### src/tc8_pkg.sv
// Package of constants for the 8-bit timer compare unit
package tc8_pkg;

	// ==========================================
	// Register map (byte addresses)
	localparam logic [4:0] TC8_OFS_CTRL   = 5'h00; // Timer control register
	localparam logic [4:0] TC8_OFS_COUNT  = 5'h04; // Counter value
	localparam logic [4:0] TC8_OFS_CMP    = 5'h08; // Compare value
	localparam logic [4:0] TC8_OFS_FLAGS  = 5'h0C; // Interrupt flags
	localparam logic [4:0] TC8_OFS_MASKS  = 5'h10; // Interrupt masks
	localparam int         TC8_ADDR_W     = 5;     // Decoded address bits

	// ==========================================
	// Control register fields
	localparam int TC8_CS_LSB    = 0; // Clock select field, 3 bits
	localparam int TC8_WGM_LSB   = 3; // Waveform mode field, 2 bits
	localparam int TC8_COM_LSB   = 5; // Compare output mode, 2 bits
	localparam int TC8_FORCE_BIT = 7; // Force compare strobe, reads zero
	localparam int TC8_ASYNC_BIT = 8; // Asynchronous clock select
	localparam int TC8_OVF_BIT   = 0; // Overflow flag / enable
	localparam int TC8_CMP_BIT   = 1; // Compare flag / enable

	// ==========================================
	// Counter values
	localparam logic [7:0] TC8_BOTTOM = 8'h00; // Bottom of count
	localparam logic [7:0] TC8_MAX    = 8'hFF; // Maximum of count

	// ==========================================
	// Codes
	localparam logic [2:0] TC8_CS_NONE  = 3'h0; // No clock source
	localparam logic [1:0] TC8_WGM_NORM = 2'h0; // Normal up-count
	localparam logic [1:0] TC8_WGM_PC   = 2'h1; // Phase-correct PWM
	localparam logic [1:0] TC8_WGM_CTC  = 2'h2; // Clear on compare
	localparam logic [1:0] TC8_WGM_FAST = 2'h3; // Fast PWM
	localparam logic [1:0] TC8_COM_OFF  = 2'h0; // No output action
	localparam logic [1:0] TC8_COM_TGL  = 2'h1; // Toggle
	localparam logic [1:0] TC8_COM_CLR  = 2'h2; // Clear / non-inverted
	localparam logic [1:0] TC8_COM_SET  = 2'h3; // Set / inverted
	localparam logic [1:0] TC8_RESP_OK  = 2'h0; // AXI OKAY
	localparam logic [1:0] TC8_RESP_ERR = 2'h2; // AXI SLVERR

	// ==========================================
	// Prescaler divide masks (divider minus one), per clock select code
	localparam int TC8_PRE_W = 10; // Prescaler width
	localparam logic [9:0] TC8_DIV1    = 10'h000;
	localparam logic [9:0] TC8_DIV8    = 10'h007;
	localparam logic [9:0] TC8_DIV32   = 10'h01F;
	localparam logic [9:0] TC8_DIV64   = 10'h03F;
	localparam logic [9:0] TC8_DIV128  = 10'h07F;
	localparam logic [9:0] TC8_DIV256  = 10'h0FF;
	localparam logic [9:0] TC8_DIV1024 = 10'h3FF;

endpackage

### src/tc8_tick_if.sv
// Interface carrying clock selection and the timer tick between modules
interface tc8_tick_if;
	logic [2:0] clock_select_field; // Selected source, zero stops
	logic       async_clock_select; // One selects oscillator pin
	logic       timer_tick_clock;   // One-cycle timer tick enable

	modport src (
		input  clock_select_field,
		input  async_clock_select,
		output timer_tick_clock
	);
	modport use_tick (
		output clock_select_field,
		output async_clock_select,
		input  timer_tick_clock
	);
endinterface

### src/tc8_tick.sv
// Clock source select and prescaler producing the timer tick enable
module tc8_tick
	import tc8_pkg::*;
#(
	parameter int PRE_W = TC8_PRE_W
) (
	input  wire logic aclk,
	input  wire logic aresetn,
	input  wire logic osc_pin_in,
	tc8_tick_if.src   tk
);

	// ==========================================
	// Elaboration check
	if (PRE_W != TC8_PRE_W) begin : g_chk
		$error("tc8_tick: PRE_W must be 10");
	end

	typedef struct packed {
		logic [9:0] pres;    // Prescaler count of source pulses
		logic       osc_s1;  // Synchroniser first stage
		logic       osc_s2;  // Synchroniser second stage
		logic       osc_d;   // Delayed copy for edge detect
		logic       tick;    // Registered timer tick
	} tc8_tick_st_t;

	tc8_tick_st_t st_r;  // State
	tc8_tick_st_t st_nxt; // Next state

	// Divide mask for a clock select code
	function automatic logic [9:0] div_mask(input logic [2:0] cs);
		case (cs)
			3'h1:    div_mask = TC8_DIV1;
			3'h2:    div_mask = TC8_DIV8;
			3'h3:    div_mask = TC8_DIV32;
			3'h4:    div_mask = TC8_DIV64;
			3'h5:    div_mask = TC8_DIV128;
			3'h6:    div_mask = TC8_DIV256;
			default: div_mask = TC8_DIV1024;
		endcase
	endfunction

	// ==========================================
	// Next state
	always_comb begin
		logic src_pulse;
		logic [9:0] m;
		src_pulse = 1'b0;
		m = div_mask(tk.clock_select_field);
		st_nxt = st_r;
		st_nxt.osc_s1 = osc_pin_in;
		st_nxt.osc_s2 = st_r.osc_s1;
		st_nxt.osc_d = st_r.osc_s2;
		// Source: every I/O clock, or oscillator rising edge
		if (tk.async_clock_select) begin
			src_pulse = st_r.osc_s2 & ~st_r.osc_d;
		end else begin
			src_pulse = 1'b1;
		end
		st_nxt.tick = 1'b0;
		if (tk.clock_select_field == TC8_CS_NONE) begin
			st_nxt.pres = '0;
		end else if (src_pulse) begin
			st_nxt.pres = st_r.pres + 10'h001;
			st_nxt.tick = ((st_r.pres & m) == m);
		end
	end

	// ==========================================
	// State register
	always_ff @(posedge aclk) begin
		if (!aresetn) begin
			st_r <= '0;
		end else begin
			st_r <= st_nxt;
		end
	end

	assign tk.timer_tick_clock = st_r.tick;

endmodule

### src/tc8_timer.sv
// Top of the 8-bit timer with compare unit and AXI4-Lite registers
// Overview of operation
// - 8-bit counter, bottom and max indications
// - Top is max or compare value
// - Async select takes oscillator pin clock
// - Clock select zero stops the counter
// - CPU counter write beats count or clear
// - Tick clears, increments or decrements per mode
// - Overflow flag set per mode, interrupt source
// - Match sets compare flag on next tick
// - Enabled flag requests interrupt; ack or W1C clears
// - Shared flag and mask registers
// - Compare double buffered only in PWM modes
// - CPU reaches buffer or active compare
// - Force strobe acts like match in non-PWM modes, no flag
// - Counter write blocks match next tick
// - Output state kept across mode changes
// - Output mode bits apply at once
// - Nonzero output mode overrides port pin value
// - Mode codes zero to three
// - Output mode zero takes no action
module tc8_timer
	import tc8_pkg::*;
(
	input  wire logic        aclk,
	input  wire logic        aresetn,
	input  wire logic [31:0] s_axi_awaddr,
	input  wire logic        s_axi_awvalid,
	output logic             s_axi_awready,
	input  wire logic [31:0] s_axi_wdata,
	input  wire logic [3:0]  s_axi_wstrb,
	input  wire logic        s_axi_wvalid,
	output logic             s_axi_wready,
	output logic [1:0]       s_axi_bresp,
	output logic             s_axi_bvalid,
	input  wire logic        s_axi_bready,
	input  wire logic [31:0] s_axi_araddr,
	input  wire logic        s_axi_arvalid,
	output logic             s_axi_arready,
	output logic [31:0]      s_axi_rdata,
	output logic [1:0]       s_axi_rresp,
	output logic             s_axi_rvalid,
	input  wire logic        s_axi_rready,
	input  wire logic        osc_pin_in,
	input  wire logic        ovf_irq_ack,
	input  wire logic        cmp_irq_ack,
	output logic             ovf_irq_req,
	output logic             cmp_irq_req,
	input  wire logic        port_out_value,
	input  wire logic        compare_pin_direction,
	output logic             compare_pin_out,
	output logic             compare_pin_oe,
	output logic             count_at_bottom,
	output logic             count_at_max
);

	// ==========================================
	// State
	typedef struct packed {
		logic [4:0]  awaddr;        // Held write address
		logic        aw_got;        // Write address taken
		logic [31:0] wdata;         // Held write data
		logic [3:0]  wstrb;         // Held byte strobes
		logic        w_got;         // Write data taken
		logic        bvalid;        // Write response pending
		logic [1:0]  bresp;         // Write response code
		logic        rvalid;        // Read data pending
		logic [31:0] rdata;         // Read data
		logic [1:0]  rresp;         // Read response code
		logic [2:0]  cs;            // Clock select field
		logic [1:0]  wgm;           // Waveform mode field
		logic [1:0]  com;           // Compare output mode
		logic        async_sel;     // Async clock select
		logic [7:0]  cnt;           // Counter value
		logic [7:0]  ocr;           // Active compare value
		logic [7:0]  ocr_buf;       // Compare buffer
		logic        down;          // Counting down
		logic        oc;            // Compare output state
		logic        ovf;           // Overflow flag
		logic        cmpf;          // Compare flag
		logic        ovf_en;        // Overflow interrupt enable
		logic        cmp_en;        // Compare interrupt enable
		logic        block;         // Match blocked at next tick
		logic        pin;           // Registered pin value
	} tc8_st_t;

	tc8_st_t st_r;   // State register
	tc8_st_t st_nxt; // Next state

	tc8_tick_if tk (); // Tick link to the prescaler

	// ==========================================
	// Prescaler and clock source
	tc8_tick #(
		.PRE_W (TC8_PRE_W)
	) u_tick (
		.aclk       (aclk),
		.aresetn    (aresetn),
		.osc_pin_in (osc_pin_in),
		.tk         (tk)
	);

	assign tk.clock_select_field = st_r.cs;
	assign tk.async_clock_select = st_r.async_sel;

	// ==========================================
	// Helper functions
	// Address decode: 0..4 valid, 7 unmapped
	function automatic logic [2:0] reg_sel(input logic [4:0] a);
		case (a)
			TC8_OFS_CTRL:  reg_sel = 3'h0;
			TC8_OFS_COUNT: reg_sel = 3'h1;
			TC8_OFS_CMP:   reg_sel = 3'h2;
			TC8_OFS_FLAGS: reg_sel = 3'h3;
			TC8_OFS_MASKS: reg_sel = 3'h4;
			default:       reg_sel = 3'h7;
		endcase
	endfunction

	// Non-PWM match action on the output state
	function automatic logic np_action(input logic [1:0] com, input logic oc);
		case (com)
			TC8_COM_TGL: np_action = ~oc;
			TC8_COM_CLR: np_action = 1'b0;
			TC8_COM_SET: np_action = 1'b1;
			default:     np_action = oc;
		endcase
	endfunction

	// PWM modes use the compare buffer
	function automatic logic is_pwm(input logic [1:0] wgm);
		is_pwm = (wgm == TC8_WGM_PC) || (wgm == TC8_WGM_FAST);
	endfunction

	// ==========================================
	// Next state
	always_comb begin
		logic       tick;
		logic       match;
		logic       m_ev;
		logic       ovf_set;
		logic       cmp_set;
		logic [2:0] wsel;
		logic [7:0] top;
		logic       pwm;
		tick = tk.timer_tick_clock;
		pwm = is_pwm(st_r.wgm);
		ovf_set = 1'b0;
		cmp_set = 1'b0;
		wsel = reg_sel(st_r.awaddr);
		st_nxt = st_r;

		// Top select
		top = (st_r.wgm == TC8_WGM_CTC) ? st_r.ocr : TC8_MAX;
		match = (st_r.cnt == st_r.ocr);
		m_ev = tick && match && !st_r.block;

		// Counter unit, runs on the timer tick
		if (tick) begin
			st_nxt.block = 1'b0;
			case (st_r.wgm)
				TC8_WGM_NORM: begin
					st_nxt.cnt = st_r.cnt + 8'h01;
					ovf_set = (st_r.cnt == TC8_MAX);
				end
				TC8_WGM_CTC: begin
					st_nxt.cnt = (st_r.cnt == top) ? TC8_BOTTOM : st_r.cnt + 8'h01;
					ovf_set = (st_r.cnt == TC8_MAX);
				end
				TC8_WGM_FAST: begin
					st_nxt.cnt = st_r.cnt + 8'h01;
					ovf_set = (st_r.cnt == TC8_MAX);
					if (st_r.cnt == top) begin
						st_nxt.ocr = st_r.ocr_buf;
						if (st_r.com == TC8_COM_CLR) begin
							st_nxt.oc = 1'b1;
						end else if (st_r.com == TC8_COM_SET) begin
							st_nxt.oc = 1'b0;
						end
					end
				end
				TC8_WGM_PC: begin
					if (st_r.down) begin
						st_nxt.cnt = st_r.cnt - 8'h01;
						st_nxt.down = (st_r.cnt != 8'h01);
						ovf_set = (st_r.cnt == 8'h01);
						// Top is first seen on the down step: load buffer here
						if (st_r.cnt == top) begin
							st_nxt.ocr = st_r.ocr_buf;
						end
					end else begin
						st_nxt.cnt = st_r.cnt + 8'h01;
						st_nxt.down = (st_r.cnt == 8'hFE);
						if (st_r.cnt == top) begin
							st_nxt.cnt = st_r.cnt - 8'h01;
							st_nxt.down = 1'b1;
							st_nxt.ocr = st_r.ocr_buf;
						end
					end
				end
				default: begin
					st_nxt.cnt = st_r.cnt;
				end
			endcase
			// Leave down-count state when not phase correct
			if (st_r.wgm != TC8_WGM_PC) begin
				st_nxt.down = 1'b0;
			end
		end

		// Compare match actions on the output state
		if (m_ev) begin
			cmp_set = 1'b1;
			case (st_r.wgm)
				TC8_WGM_FAST: begin
					if (st_r.com == TC8_COM_TGL) begin
						st_nxt.oc = ~st_r.oc;
					end else if (st_r.com == TC8_COM_CLR) begin
						st_nxt.oc = 1'b0;
					end else if (st_r.com == TC8_COM_SET) begin
						st_nxt.oc = 1'b1;
					end
				end
				TC8_WGM_PC: begin
					if (st_r.com == TC8_COM_CLR) begin
						st_nxt.oc = st_r.down;
					end else if (st_r.com == TC8_COM_SET) begin
						st_nxt.oc = ~st_r.down;
					end
				end
				default: begin
					st_nxt.oc = np_action(st_r.com, st_r.oc);
				end
			endcase
		end

		// Interrupt flag clears by ack, then sets win
		if (ovf_irq_ack) begin
			st_nxt.ovf = 1'b0;
		end
		if (cmp_irq_ack) begin
			st_nxt.cmpf = 1'b0;
		end

		// AXI write channel capture
		if (s_axi_awvalid && s_axi_awready) begin
			st_nxt.awaddr = s_axi_awaddr[TC8_ADDR_W-1:0];
			st_nxt.aw_got = 1'b1;
		end
		if (s_axi_wvalid && s_axi_wready) begin
			st_nxt.wdata = s_axi_wdata;
			st_nxt.wstrb = s_axi_wstrb;
			st_nxt.w_got = 1'b1;
		end
		if (st_r.bvalid && s_axi_bready) begin
			st_nxt.bvalid = 1'b0;
		end

		// Register write once address and data are both held
		if (st_r.aw_got && st_r.w_got && !st_r.bvalid) begin
			st_nxt.aw_got = 1'b0;
			st_nxt.w_got = 1'b0;
			st_nxt.bvalid = 1'b1;
			st_nxt.bresp = (wsel == 3'h7) ? TC8_RESP_ERR : TC8_RESP_OK;
			if (st_r.wstrb[0]) begin
				case (wsel)
					3'h0: begin
						st_nxt.cs = st_r.wdata[TC8_CS_LSB +: 3];
						st_nxt.wgm = st_r.wdata[TC8_WGM_LSB +: 2];
						st_nxt.com = st_r.wdata[TC8_COM_LSB +: 2];
						if (st_r.wdata[TC8_FORCE_BIT] && !is_pwm(st_r.wdata[TC8_WGM_LSB +: 2])) begin
							st_nxt.oc = np_action(st_r.wdata[TC8_COM_LSB +: 2], st_r.oc);
						end
					end
					3'h1: begin
						st_nxt.cnt = st_r.wdata[7:0];
						st_nxt.block = 1'b1;
					end
					3'h2: begin
						st_nxt.ocr_buf = st_r.wdata[7:0];
						if (!pwm) begin
							st_nxt.ocr = st_r.wdata[7:0];
						end
					end
					3'h3: begin
						if (st_r.wdata[TC8_OVF_BIT]) begin
							st_nxt.ovf = 1'b0;
						end
						if (st_r.wdata[TC8_CMP_BIT]) begin
							st_nxt.cmpf = 1'b0;
						end
					end
					3'h4: begin
						st_nxt.ovf_en = st_r.wdata[TC8_OVF_BIT];
						st_nxt.cmp_en = st_r.wdata[TC8_CMP_BIT];
					end
					default: begin
						st_nxt.block = st_r.block;
					end
				endcase
			end
			if (st_r.wstrb[1] && wsel == 3'h0) begin
				st_nxt.async_sel = st_r.wdata[TC8_ASYNC_BIT];
			end
		end

		// Hardware sets win over any clear
		if (ovf_set) begin
			st_nxt.ovf = 1'b1;
		end
		if (cmp_set) begin
			st_nxt.cmpf = 1'b1;
		end

		// AXI read channel
		if (st_r.rvalid && s_axi_rready) begin
			st_nxt.rvalid = 1'b0;
		end
		if (s_axi_arvalid && s_axi_arready) begin
			st_nxt.rvalid = 1'b1;
			st_nxt.rresp = TC8_RESP_OK;
			st_nxt.rdata = '0;
			case (reg_sel(s_axi_araddr[TC8_ADDR_W-1:0]))
				3'h0: begin
					st_nxt.rdata[TC8_CS_LSB +: 3] = st_r.cs;
					st_nxt.rdata[TC8_WGM_LSB +: 2] = st_r.wgm;
					st_nxt.rdata[TC8_COM_LSB +: 2] = st_r.com;
					st_nxt.rdata[TC8_ASYNC_BIT] = st_r.async_sel;
				end
				3'h1: st_nxt.rdata[7:0] = st_r.cnt;
				3'h2: st_nxt.rdata[7:0] = pwm ? st_r.ocr_buf : st_r.ocr;
				3'h3: begin
					st_nxt.rdata[TC8_OVF_BIT] = st_r.ovf;
					st_nxt.rdata[TC8_CMP_BIT] = st_r.cmpf;
				end
				3'h4: begin
					st_nxt.rdata[TC8_OVF_BIT] = st_r.ovf_en;
					st_nxt.rdata[TC8_CMP_BIT] = st_r.cmp_en;
				end
				default: st_nxt.rresp = TC8_RESP_ERR;
			endcase
		end

		// Pin value: waveform output overrides port value
		st_nxt.pin = (st_nxt.com != TC8_COM_OFF) ? st_nxt.oc : port_out_value;
	end

	// ==========================================
	// State register
	always_ff @(posedge aclk) begin
		if (!aresetn) begin
			st_r <= '0;
		end else begin
			st_r <= st_nxt;
		end
	end

	// ==========================================
	// Outputs
	assign s_axi_awready   = !st_r.aw_got && !st_r.bvalid;
	assign s_axi_wready    = !st_r.w_got && !st_r.bvalid;
	assign s_axi_bvalid    = st_r.bvalid;
	assign s_axi_bresp     = st_r.bresp;
	assign s_axi_arready   = !st_r.rvalid;
	assign s_axi_rvalid    = st_r.rvalid;
	assign s_axi_rdata     = st_r.rdata;
	assign s_axi_rresp     = st_r.rresp;
	assign ovf_irq_req     = st_r.ovf && st_r.ovf_en;
	assign cmp_irq_req     = st_r.cmpf && st_r.cmp_en;
	assign compare_pin_out = st_r.pin;
	assign compare_pin_oe  = compare_pin_direction;
	assign count_at_bottom = (st_r.cnt == TC8_BOTTOM);
	assign count_at_max    = (st_r.cnt == TC8_MAX);

endmodule

### config.mk
export PLATFORM = sky130hd
export DESIGN_NAME = tc8_timer
export DESIGN_NICKNAME = d
export VERILOG_FILES = /design/src/tc8_pkg.sv /design/src/tc8_tick_if.sv /design/src/tc8_tick.sv /design/src/tc8_timer.sv
export SDC_FILE = /design/constraint.sdc
export NUM_CORES = 1
export LEC_CHECK = 0
export BUFFER_PORTS_ARGS = -buffer_cell sky130_fd_sc_hd__buf_2
export CORE_MARGIN = 10
export CORE_UTILIZATION = 30
export CTS_CLUSTER_SIZE = 30
export DETAILED_ROUTE_END_ITERATION = 12
export GPL_TIMING_DRIVEN = 0
export MAX_ROUTING_LAYER = met4
export SLEW_MARGIN = 20
export SYNTH_ARGS = -nofsm -noshare
export SYNTH_HDL_FRONTEND = slang
export SYNTH_SLANG_ARGS = --single-unit
### constraint.sdc
create_clock -name aclk -period 2.9 [get_ports aclk]
set_clock_uncertainty 0.15 [all_clocks]
set_input_delay 0.58 -clock aclk [delete_from_list [all_inputs] [get_ports aclk]]
set_output_delay 0.58 -clock aclk [all_outputs]
set_load 0.01 [all_outputs]
Yosys cells after proc, flatten, opt, wreduce, memory -nomap -nowiden. Index checks and enable logic that the tools add are counted.

Word-level logic and storage cells: 198. Output and inout bits: 47. Register bits after elaboration: 89.

Muxes and demuxes: 69. $add $sub $neg: 3. Reductions and logical operators: 46. Bitwise gates (word level): 7. Equal/unequal tests: 43.

Operator list (number): two-way mux 16 bit (4); case mux 10 bit (6 select lines) (1); two-way mux 8 bit (6); two-way mux 35 bit (1); two-way mux 1 bit (33); case mux 3 bit (5 select lines) (2); two-way mux 27 bit (1); two-way mux 24 bit (1); case mux 8 bit (3 select lines) (1); == test 5 x 4 -> 1 bit (second input constant) (4); == test 3 x 2 -> 1 bit (second input constant) (6); == test 3 bit (second input constant) (6); == test 8 bit (2); == test 8 bit (second input constant) (2); case mux 8 bit (2 select lines) (1); logical AND 1 bit (15); case mux 5 bit (3 select lines) (1); == test 2 bit (second input constant) (7); two-way mux 2 bit (6); two-way mux 6 bit (2); adder 10 x 1 -> 10 bit (second input constant) (1); AND 10 bit (1); == test 10 bit (1); == test 5 x 3 -> 1 bit (second input constant) (2); other kinds (28) (61).

Depth between registers and ports, before layout. Gate-level depths: netlist of run 1.

Word-level depth: 16. Mapped depth: 9. Depth with buffers taken out: 9.

Cells and area by module. Synthesis of run 1 repeated with hierarchy kept, for this count alone.

Cells, all modules: 622. Area total of the unflattened synthesis: 5133.7 sq um.

Modules (own cells, without submodules): tc8_timer (cells an instance 549, area each 4461.8 sq um, seq. area each 1421.4 sq um, instances 1); tc8_tick (cells an instance 73, area each 671.9 sq um, seq. area each 280.3 sq um, instances 1).

Worst setup path before layout of run 1. OpenSTA, ideal clock, no wires.

Path type: register to register. Start point: register st_r[30] (netlist bit). End point: register st_r (netlist bit compare_pin_out). Clock period less this slack: 2.309 ns. Stages on the path, launching flop included: 8. Slack: 0.591 ns. Arrival time: 2.085 ns. Buffers on the path: 1. Path through: dfxtp_1 buf_6 nor2b_2 a2111o_1 or4_1 or4_4 o32a_1 a31oi_1.

Word-level cells in the longest chain between the ends: 14.

Ends and longest elaborated chain: from (decl) (line tc8_timer.sv:87) `tc8_st_t st_r;`; from (signal assigned) (line tc8_timer.sv:354) `st_r <= st_nxt;`; == test 8 bit (line tc8_timer.sv:173) `if (st_r.cnt == top) begin`; two-way mux 1 bit (line tc8_timer.sv:173); two-way mux 1 bit (line tc8_timer.sv:161) `case (st_r.wgm)`; two-way mux 1 bit (line tc8_timer.sv:159) `if (tick) begin`; two-way mux 1 bit (line tc8_timer.sv:220) `end else if (st_r.com == TC8_COM_SET) begin`; two-way mux 1 bit (line tc8_timer.sv:218) `end else if (st_r.com == TC8_COM_CLR) begin`; two-way mux 1 bit (line tc8_timer.sv:216) `if (st_r.com == TC8_COM_TGL) begin`; case mux 1 bit (2 select lines) (line tc8_timer.sv:214) `case (st_r.wgm)`; two-way mux 1 bit (*) (line tc8_timer.sv:212) `if (m_ev) begin`; two-way mux 1 bit (line tc8_timer.sv:271) `if (st_r.wdata[TC8_FORCE_BIT] && !is_pwm(st_r.wdata[TC8_WGM_LSB +: 2])) begin`; two-way mux 1 bit (line tc8_timer.sv:266) `case (wsel)`; two-way mux 6 bit (line tc8_timer.sv:265) `if (st_r.wstrb[0]) begin`; two-way mux 6 bit (*) (line tc8_timer.sv:260) `if (st_r.aw_got && st_r.w_got && !st_r.bvalid) begin`; two-way mux 1 bit (*) (line tc8_timer.sv:345) `st_nxt.pin = (st_nxt.com != TC8_COM_OFF) ? st_nxt.oc : port_out_value;`.

Every way passes the cells marked *; elsewhere a longest branch is shown, timed or not. A chain may end at the register's enable or synchronous reset.

Worst setup path after layout of run 1.
Start point: register st_r[27] (netlist bit). End point: output port count_at_bottom.

Word-level cells in the longest chain between the ends: 1.

Ends and longest elaborated chain: zero test 8 bit (line tc8_timer.sv:372) `assign count_at_bottom = (st_r.cnt == TC8_BOTTOM);`; to (decl) (line tc8_timer.sv:53) `output logic count_at_bottom,`.

No other way between the ends.

==> results of run 1 <==
## layout by cell type (no fill, tap or decap), drive strengths merged, types with 3 or more instances in the layout
cell,count
a211oi,13
a21oi,51
a221o,5
a22oi,6
and2,7
and3,11
buf,97
clkbuf,35
clkinv,3
conb,25
dfxtp,85
ha,10
inv,14
mux2i,31
nand2,79
nand2b,9
nand3,18
nand3b,4
nand4,10
nor2,70
nor2b,3
nor3,15
nor4,5
o211ai,4
o21a,3
o21ai,14
o31a,4
o31ai,5
or3,4
or4,3
xnor2,9
xor2,12
## synthesized netlist by cell type, drive strengths merged, types with 3 or more instances
cell	n	area, sq um
o21a	3	22.52
nand2b	9	56.30
a221o	5	51.30
nor4	5	37.53
nor3	15	91.34
nor2	70	267.8
and3	11	71.31
nor2b	3	28.78
buf	47	334.1
o211ai	4	30.03
inv	13	48.79
or3	4	26.28
a21oi	51	255.2
mux2i	31	310.3
o21ai	14	73.82
a22oi	6	45.04
nand4	10	62.56
dfxtp	85	1702
o31a	4	35.03
and2	7	43.79
nand3	18	90.09
nand3b	4	30.03
or4	3	26.27
a211oi	13	97.59
nand2	79	299.0
xor2	12	105.1
clkbuf	23	97.59
o31ai	5	37.54
ha	10	125.1
xnor2	9	78.83
## worst min path at each step
stage          cells past startpoint        startpoint             end
2_1_floorplan                      2  u_tick.st_nxt[1]  u_tick.st_r[1]
5_1_grt                            2      s_axi_rready    s_axi_rvalid
3_5_place_dp                       2  u_tick.st_nxt[1]  u_tick.st_r[1]
4_1_cts                            2      s_axi_rready    s_axi_rvalid
3_3_place_gp                       2  u_tick.st_nxt[1]  u_tick.st_r[1]
6_report                           2      s_axi_rready    s_axi_rvalid
## critical path: stages, from the launching register on
cell and delay [ns]:
dfxtp_1 0.31, clkbuf_4 0.19, or3_1 0.38, or3_4 0.35, nor2_4 0.11, and2_1 0.14
buf_2 0.13
## where the power goes
part           switching, mW  leakage (nW)  internal (mW)  total (mW)
clock                  0.490         0.130          0.582        1.07
combinational          0.123          1.48         0.0862       0.209
sequential            0.0295         0.689           1.19        1.22
total                  0.643          2.30           1.86        2.50
## final cells by class
class / count / area, sq um
multi-input combinational: 463 / 2784
tap: 216 / 270.3
buffer: 71 / 444.2
timing repair buffer: 51 / 255.2
fill: 1687 / 10110
clock buffer: 11 / 232.7
clock inverter: 5 / 35.03
inverter: 13 / 48.80
sequential: 85 / 1702
## flip-flops by register name (all words and copies together) (netlist names)
signal                      count
u_tick.st_r                    11
compare_pin_out                 1
u_tick.tk.timer_tick_clock      1
u_tick.st_nxt                   2
s_axi_rvalid                    1
tk.clock_select_field           3
s_axi_rresp                     1
tk.async_clock_select           1
s_axi_bresp                     1
st_r                           53
s_axi_bvalid                    1
s_axi_rdata                     9
## logic make-up after synthesis
family,Yosys count,share of synthesized area (%)
simple gates,249,25.06
compound gates,127,17.15
flops,85,34.93
buf+inv,84,10.07
mux,31,6.369
xor+xnor,21,3.775
fa+ha+maj,10,2.568
other cells,1,0.07697
## routing by layer
metal | share of wire [%] | routed length (um) | up-vias | track usage, %
li1 | - | - | 2258 | -
met1 | 47 | 6803 | 2103 | 17.81
met2 | 43 | 6191 | 156 | 19.16
met3 | 7.6 | 1101 | 28 | 3.663
met4 | 2.8 | 401 | 0 | 5.798
met5 | 0 | 0 | - | -
## stage by stage
| stage | hold WS (ns) | power (mW) | setup WS (ns) | instances |
|---|---|---|---|---|
| CTS | 0.2478 | 2.525 | 0.02060 | 915 |
| global route | 0.2645 | 2.598 | 0.0009786 | 915 |
| detailed placement | 0.2684 | 1.456 | 0.009291 | 899 |
| global placement | 0.2787 | 1.454 | 0.09825 | 899 |
| finish | 0.2535 | 2.504 | 0.1964 | 915 |
| floorplan | 0.2602 | 1.379 | 0.5909 | 632 |
## what timing repair did
item | in CTS | in global routing
pin swaps | 0 | 0
setup endpoints to repair | 3 | 1
resized for setup | 1 | 4
buffers inserted | 0 | 0
==> flow_summary.ini, run 1 <==
[clock_network]
clk_path_buf_depth = 2
clock_sinks = 85
insertion_delay_ns = 0.35
cts_tree = done
root_buffer = clkbuf_16
cts_buffers = 9
path_clk_slew_ns = 0.06
ctsHoldBuffers = 0
htree_num_levels = 3

[pwr]
ir_worst_vdd_mv = 0.2655
powerDensity_nw_per_um2 = 433.8
leakage_nw = 2.296

[placed_design]
port_buffers = 51
dp_hpwl_um = 10980
placed_area_sq_um = 5488
finalWeightedCongestion = 0.9506

[yosys]
synth-edff-count = 0
syn_avg_cell_area_sq_um = 8.013
synth.distinct_cells = 75
synth_area_sq_um = 4872
async_reset_ff_share_pct = 0
ys.flop_type = dfxtp_1
yosysWarnings = 0
seq_area_frac_synth_pct = 34.93
synth_seq_cells = 85
synthCells = 608

[grt]
grt_pass1_vias = 4300
grt_overflow = 0
grt_use_total_pct = 13.57
antenna_found_initial = 0
grt_pass1_wl_um = 23120
grt_max_degree = 15

[timing]
min_period_ns = 2.704
fin_setup_tns_ns = 0
rsz0062_at_grt = no
fin_crit_sh_pct = 93.23
fmax_mhz = 369.9
slew_headroom_pct = 51.83
slew_viol_final = 0
setup_viol = 0
hold_viol = 0
tightest_slew_ns = 0.7177

[worst_setup_path]
required_ns = 2.17
ff2ff_setup_slack_ns = 0.20
end_kind = output pin
cp-startpoint = st_r[27]
worstSetupPathType = flip-flop to output pin
worstPathArrival_ns = 1.97
r2r-start = st_r[25]
crit_end = count_at_bottom
cp_max_fo = 10
r2r_end = compare_pin_out
worstRegToRegCells = 7
crit_path_start_kind = flip-flop

[cells_and_area]
fin_area_sq_um = 5772
fin_nets = 816
antenna_cells = 0
finish.utilization_pct = 36.33
syn_to_final_growth_pct = 18.46
drive_gt1_share_pct = 19.31

[routing]
drtIter0Drc = 430
postRouteAntennaNets = 0
wire_per_inst_um = 15.84
via_per_inst = 4.967
dr.pass1.iters = 5
vias = 4545
drc = 0
wl_um = 14500

[worst_hold_path]
hp-class = primary input to flip-flop

[die]
die_w_um = 147.4
row_count = 46
start_util_pct = 30.67
io_pins = 159
die-height_um = 147.4
dieArea_sq_um = 21740
core_area_sq_um = 15890

[outcome]
status = finished, final reports clean

[flow_run]
cap_violations = 0
(Power assumes the default switching activity.)
==> run 2, diff against run 1 <==
--- a/config.mk
+++ b/config.mk
@@ -7,11 +7,12 @@
 export LEC_CHECK = 0
 export BUFFER_PORTS_ARGS = -buffer_cell sky130_fd_sc_hd__buf_2
 export CORE_MARGIN = 10
-export CORE_UTILIZATION = 30
+export CORE_UTILIZATION = 45
 export CTS_CLUSTER_SIZE = 30
 export DETAILED_ROUTE_END_ITERATION = 12
 export GPL_TIMING_DRIVEN = 0
 export MAX_ROUTING_LAYER = met4
+export PLACE_DENSITY = 0.72
 export SLEW_MARGIN = 20
 export SYNTH_ARGS = -nofsm -noshare
 export SYNTH_HDL_FRONTEND = slang
==> flow_summary.ini, run 2 (same netlist as run 1, synthesis figures left out) <==
[timing]
rsz0062_at_grt = no
final.setup.worst_slack_ns = 0.07192
fin_crit_sh_pct = 97.52
fin_setup_tns_ns = 0
slew_headroom_pct = 50.66
slew_viol_final = 0
hold_viol = 0
tightest_slew_ns = 0.7352
setup_viol = 0
fmax_mhz = 353.6
min_period_ns = 2.828

[clock_network]
cts_setup_buffers = 0
path_clk_slew_ns = 0.09
root_buffer = clkbuf_8
htree_num_levels = 3
cts_buffers = 9
clock_sinks = 85
clk_path_buf_depth = 2
cts_tree = done
insertion_delay_ns = 0.38

[grt]
grt_pass1_vias = 4289
antenna_found_initial = 0
grt_overflow = 0
grt_max_degree = 16
grt_use_total_pct = 18.79
grt_pass1_wl_um = 22380

[pwr]
leakage_nw = 2.276
powerDensity_nw_per_um2 = 425.6
p_int_mw = 1.767
ir_worst_vdd_mv = 0.3333
pwr-share-seq_pct = 51.1
swShare_pct = 26.12
switching_power_mw = 0.6249
power.share.clock_pct = 40.2
comb_power_share_pct = 8.8

[cells_and_area]
layout.cells.non_filler = 834
syn_to_final_growth_pct = 15.36
antenna_cells = 0
finish.utilization_pct = 53.96
fin_area_sq_um = 5620
largest_reg_flops = 53
final_cell_mix = dfxtp_1 (85), nand2_1 (78), nor2_1 (66)
fin_nets = 816
drive_gt1_share_pct = 19.48
regMostFlops = st_r
final_common_cell = dfxtp_1

[routing]
wl_um = 14460
via_per_inst = 5.506
drtIter0Drc = 418
dr.pass1.iters = 5
vias = 4592
drc = 0
wire_per_inst_um = 17.33
postRouteAntennaNets = 0

[worst_hold_path]
worstHoldStart = s_axi_rready
hp-class = primary input to flip-flop
hold_depth = 2
hold_end = s_axi_rvalid

[placed_design]
port_buffers = 51
placed_cells = 819
finalWeightedCongestion = 0.9921
pre_cts_ws_ns = 0.009285
placed_area_sq_um = 5388
dp_hpwl_um = 10870

[worst_setup_path]
worstSetupPathType = flip-flop to output pin
r2r_end = compare_pin_out
worstRegToRegCells = 7
worstPathArrival_ns = 2.10
r2r-start = st_r[25]
end_kind = output pin
crit_path_start_kind = flip-flop
required_ns = 2.17
cp_max_fo = 10
ff2ff_setup_slack_ns = 0.15

[die]
die_w_um = 124.1
row_count = 37
dieArea_sq_um = 15390
die-height_um = 124.1
start_util_pct = 46.77
core_area_sq_um = 10420
io_pins = 159

[outcome]
status = finished, final reports clean

[flow_run]
cap_violations = 0
run 2: cell types whose count changed in the layout (fill, tap and decap cells not counted), moves of 2 or more:
cell / change
clkbuf_8: +9
clkinv_2: -2
clkbuf_16: -9
bufinv_16: +2
clkbuf_1: -2
inv_6: +2
run 2: final cells by class:
class                           instances  area (sq um)
Buffer                                 71         441.7
Clock buffer                            9         123.9
Clock inverter                          6         93.84
Fill cell                            1008          4796
Inverter                               13         48.80
Multi-Input combinational cell        463          2785
Sequential cell                        85          1702
Tap cell                              136         170.2
Timing Repair Buffer                   51         255.2
run 2: worst max path at each step:
stage,from,endpoint,slack (ns)
floorplan,st_r[30],compare_pin_out,0.59
global placement,st_r[36],st_r[22],0.13
detailed placement,st_r[36],st_r[17],0.009
CTS,st_r[27],count_at_bottom,0.02
global route,st_r[27],count_at_bottom,0.004
finish,st_r[27],count_at_bottom,0.07
run 2: through the flow:
| step | power (mW) | hold WS (ns) |
|---|---|---|
| 6_report | 2.392 | 0.2448 |
| 5_1_grt | 2.470 | 0.2324 |
| 4_1_cts | 2.398 | 0.2451 |
| 3_5_place_dp | 1.454 | 0.2814 |
| 3_3_place_gp | 1.450 | 0.2736 |
| 2_1_floorplan | 1.379 | 0.2602 |
run 2: worst max-delay path, stage by stage, from the launching register on:
cell and delay (ns):
dfxtp_1 0.31, buf_2 0.19, or3_1 0.38, or3_2 0.47, nor2_4 0.12, and2_1 0.13, buf_2 0.12
run 2: power by group through the flow:
stage          Clock, mW  Sequential (mW)  Combinational, mW
6_report           0.961             1.22              0.209
5_1_grt             1.01             1.23              0.233
4_1_cts            0.970             1.22              0.207
3_5_place_dp           0             1.25              0.206
3_3_place_gp           0             1.25              0.202
2_1_floorplan          0             1.24              0.143
run 2: what timing repair did:
item                                    4_1_cts  5_1_grt
hold buffers                                  0        0
endpoints found under the setup margin        1        2
resized for setup                             1        3
cloned                                        0        0
run 2: routing by layer:
| metal | up-vias | track usage (%) | share of wire (%) |
|---|---|---|---|
| met3 | 27 | 3.846 | 9.5 |
| met4 | 0 | 6.331 | 2.2 |
| li1 | 2254 | - | - |
| met1 | 2110 | 25.89 | 46 |
| met5 | - | - | 0 |
| met2 | 201 | 26.65 | 42 |
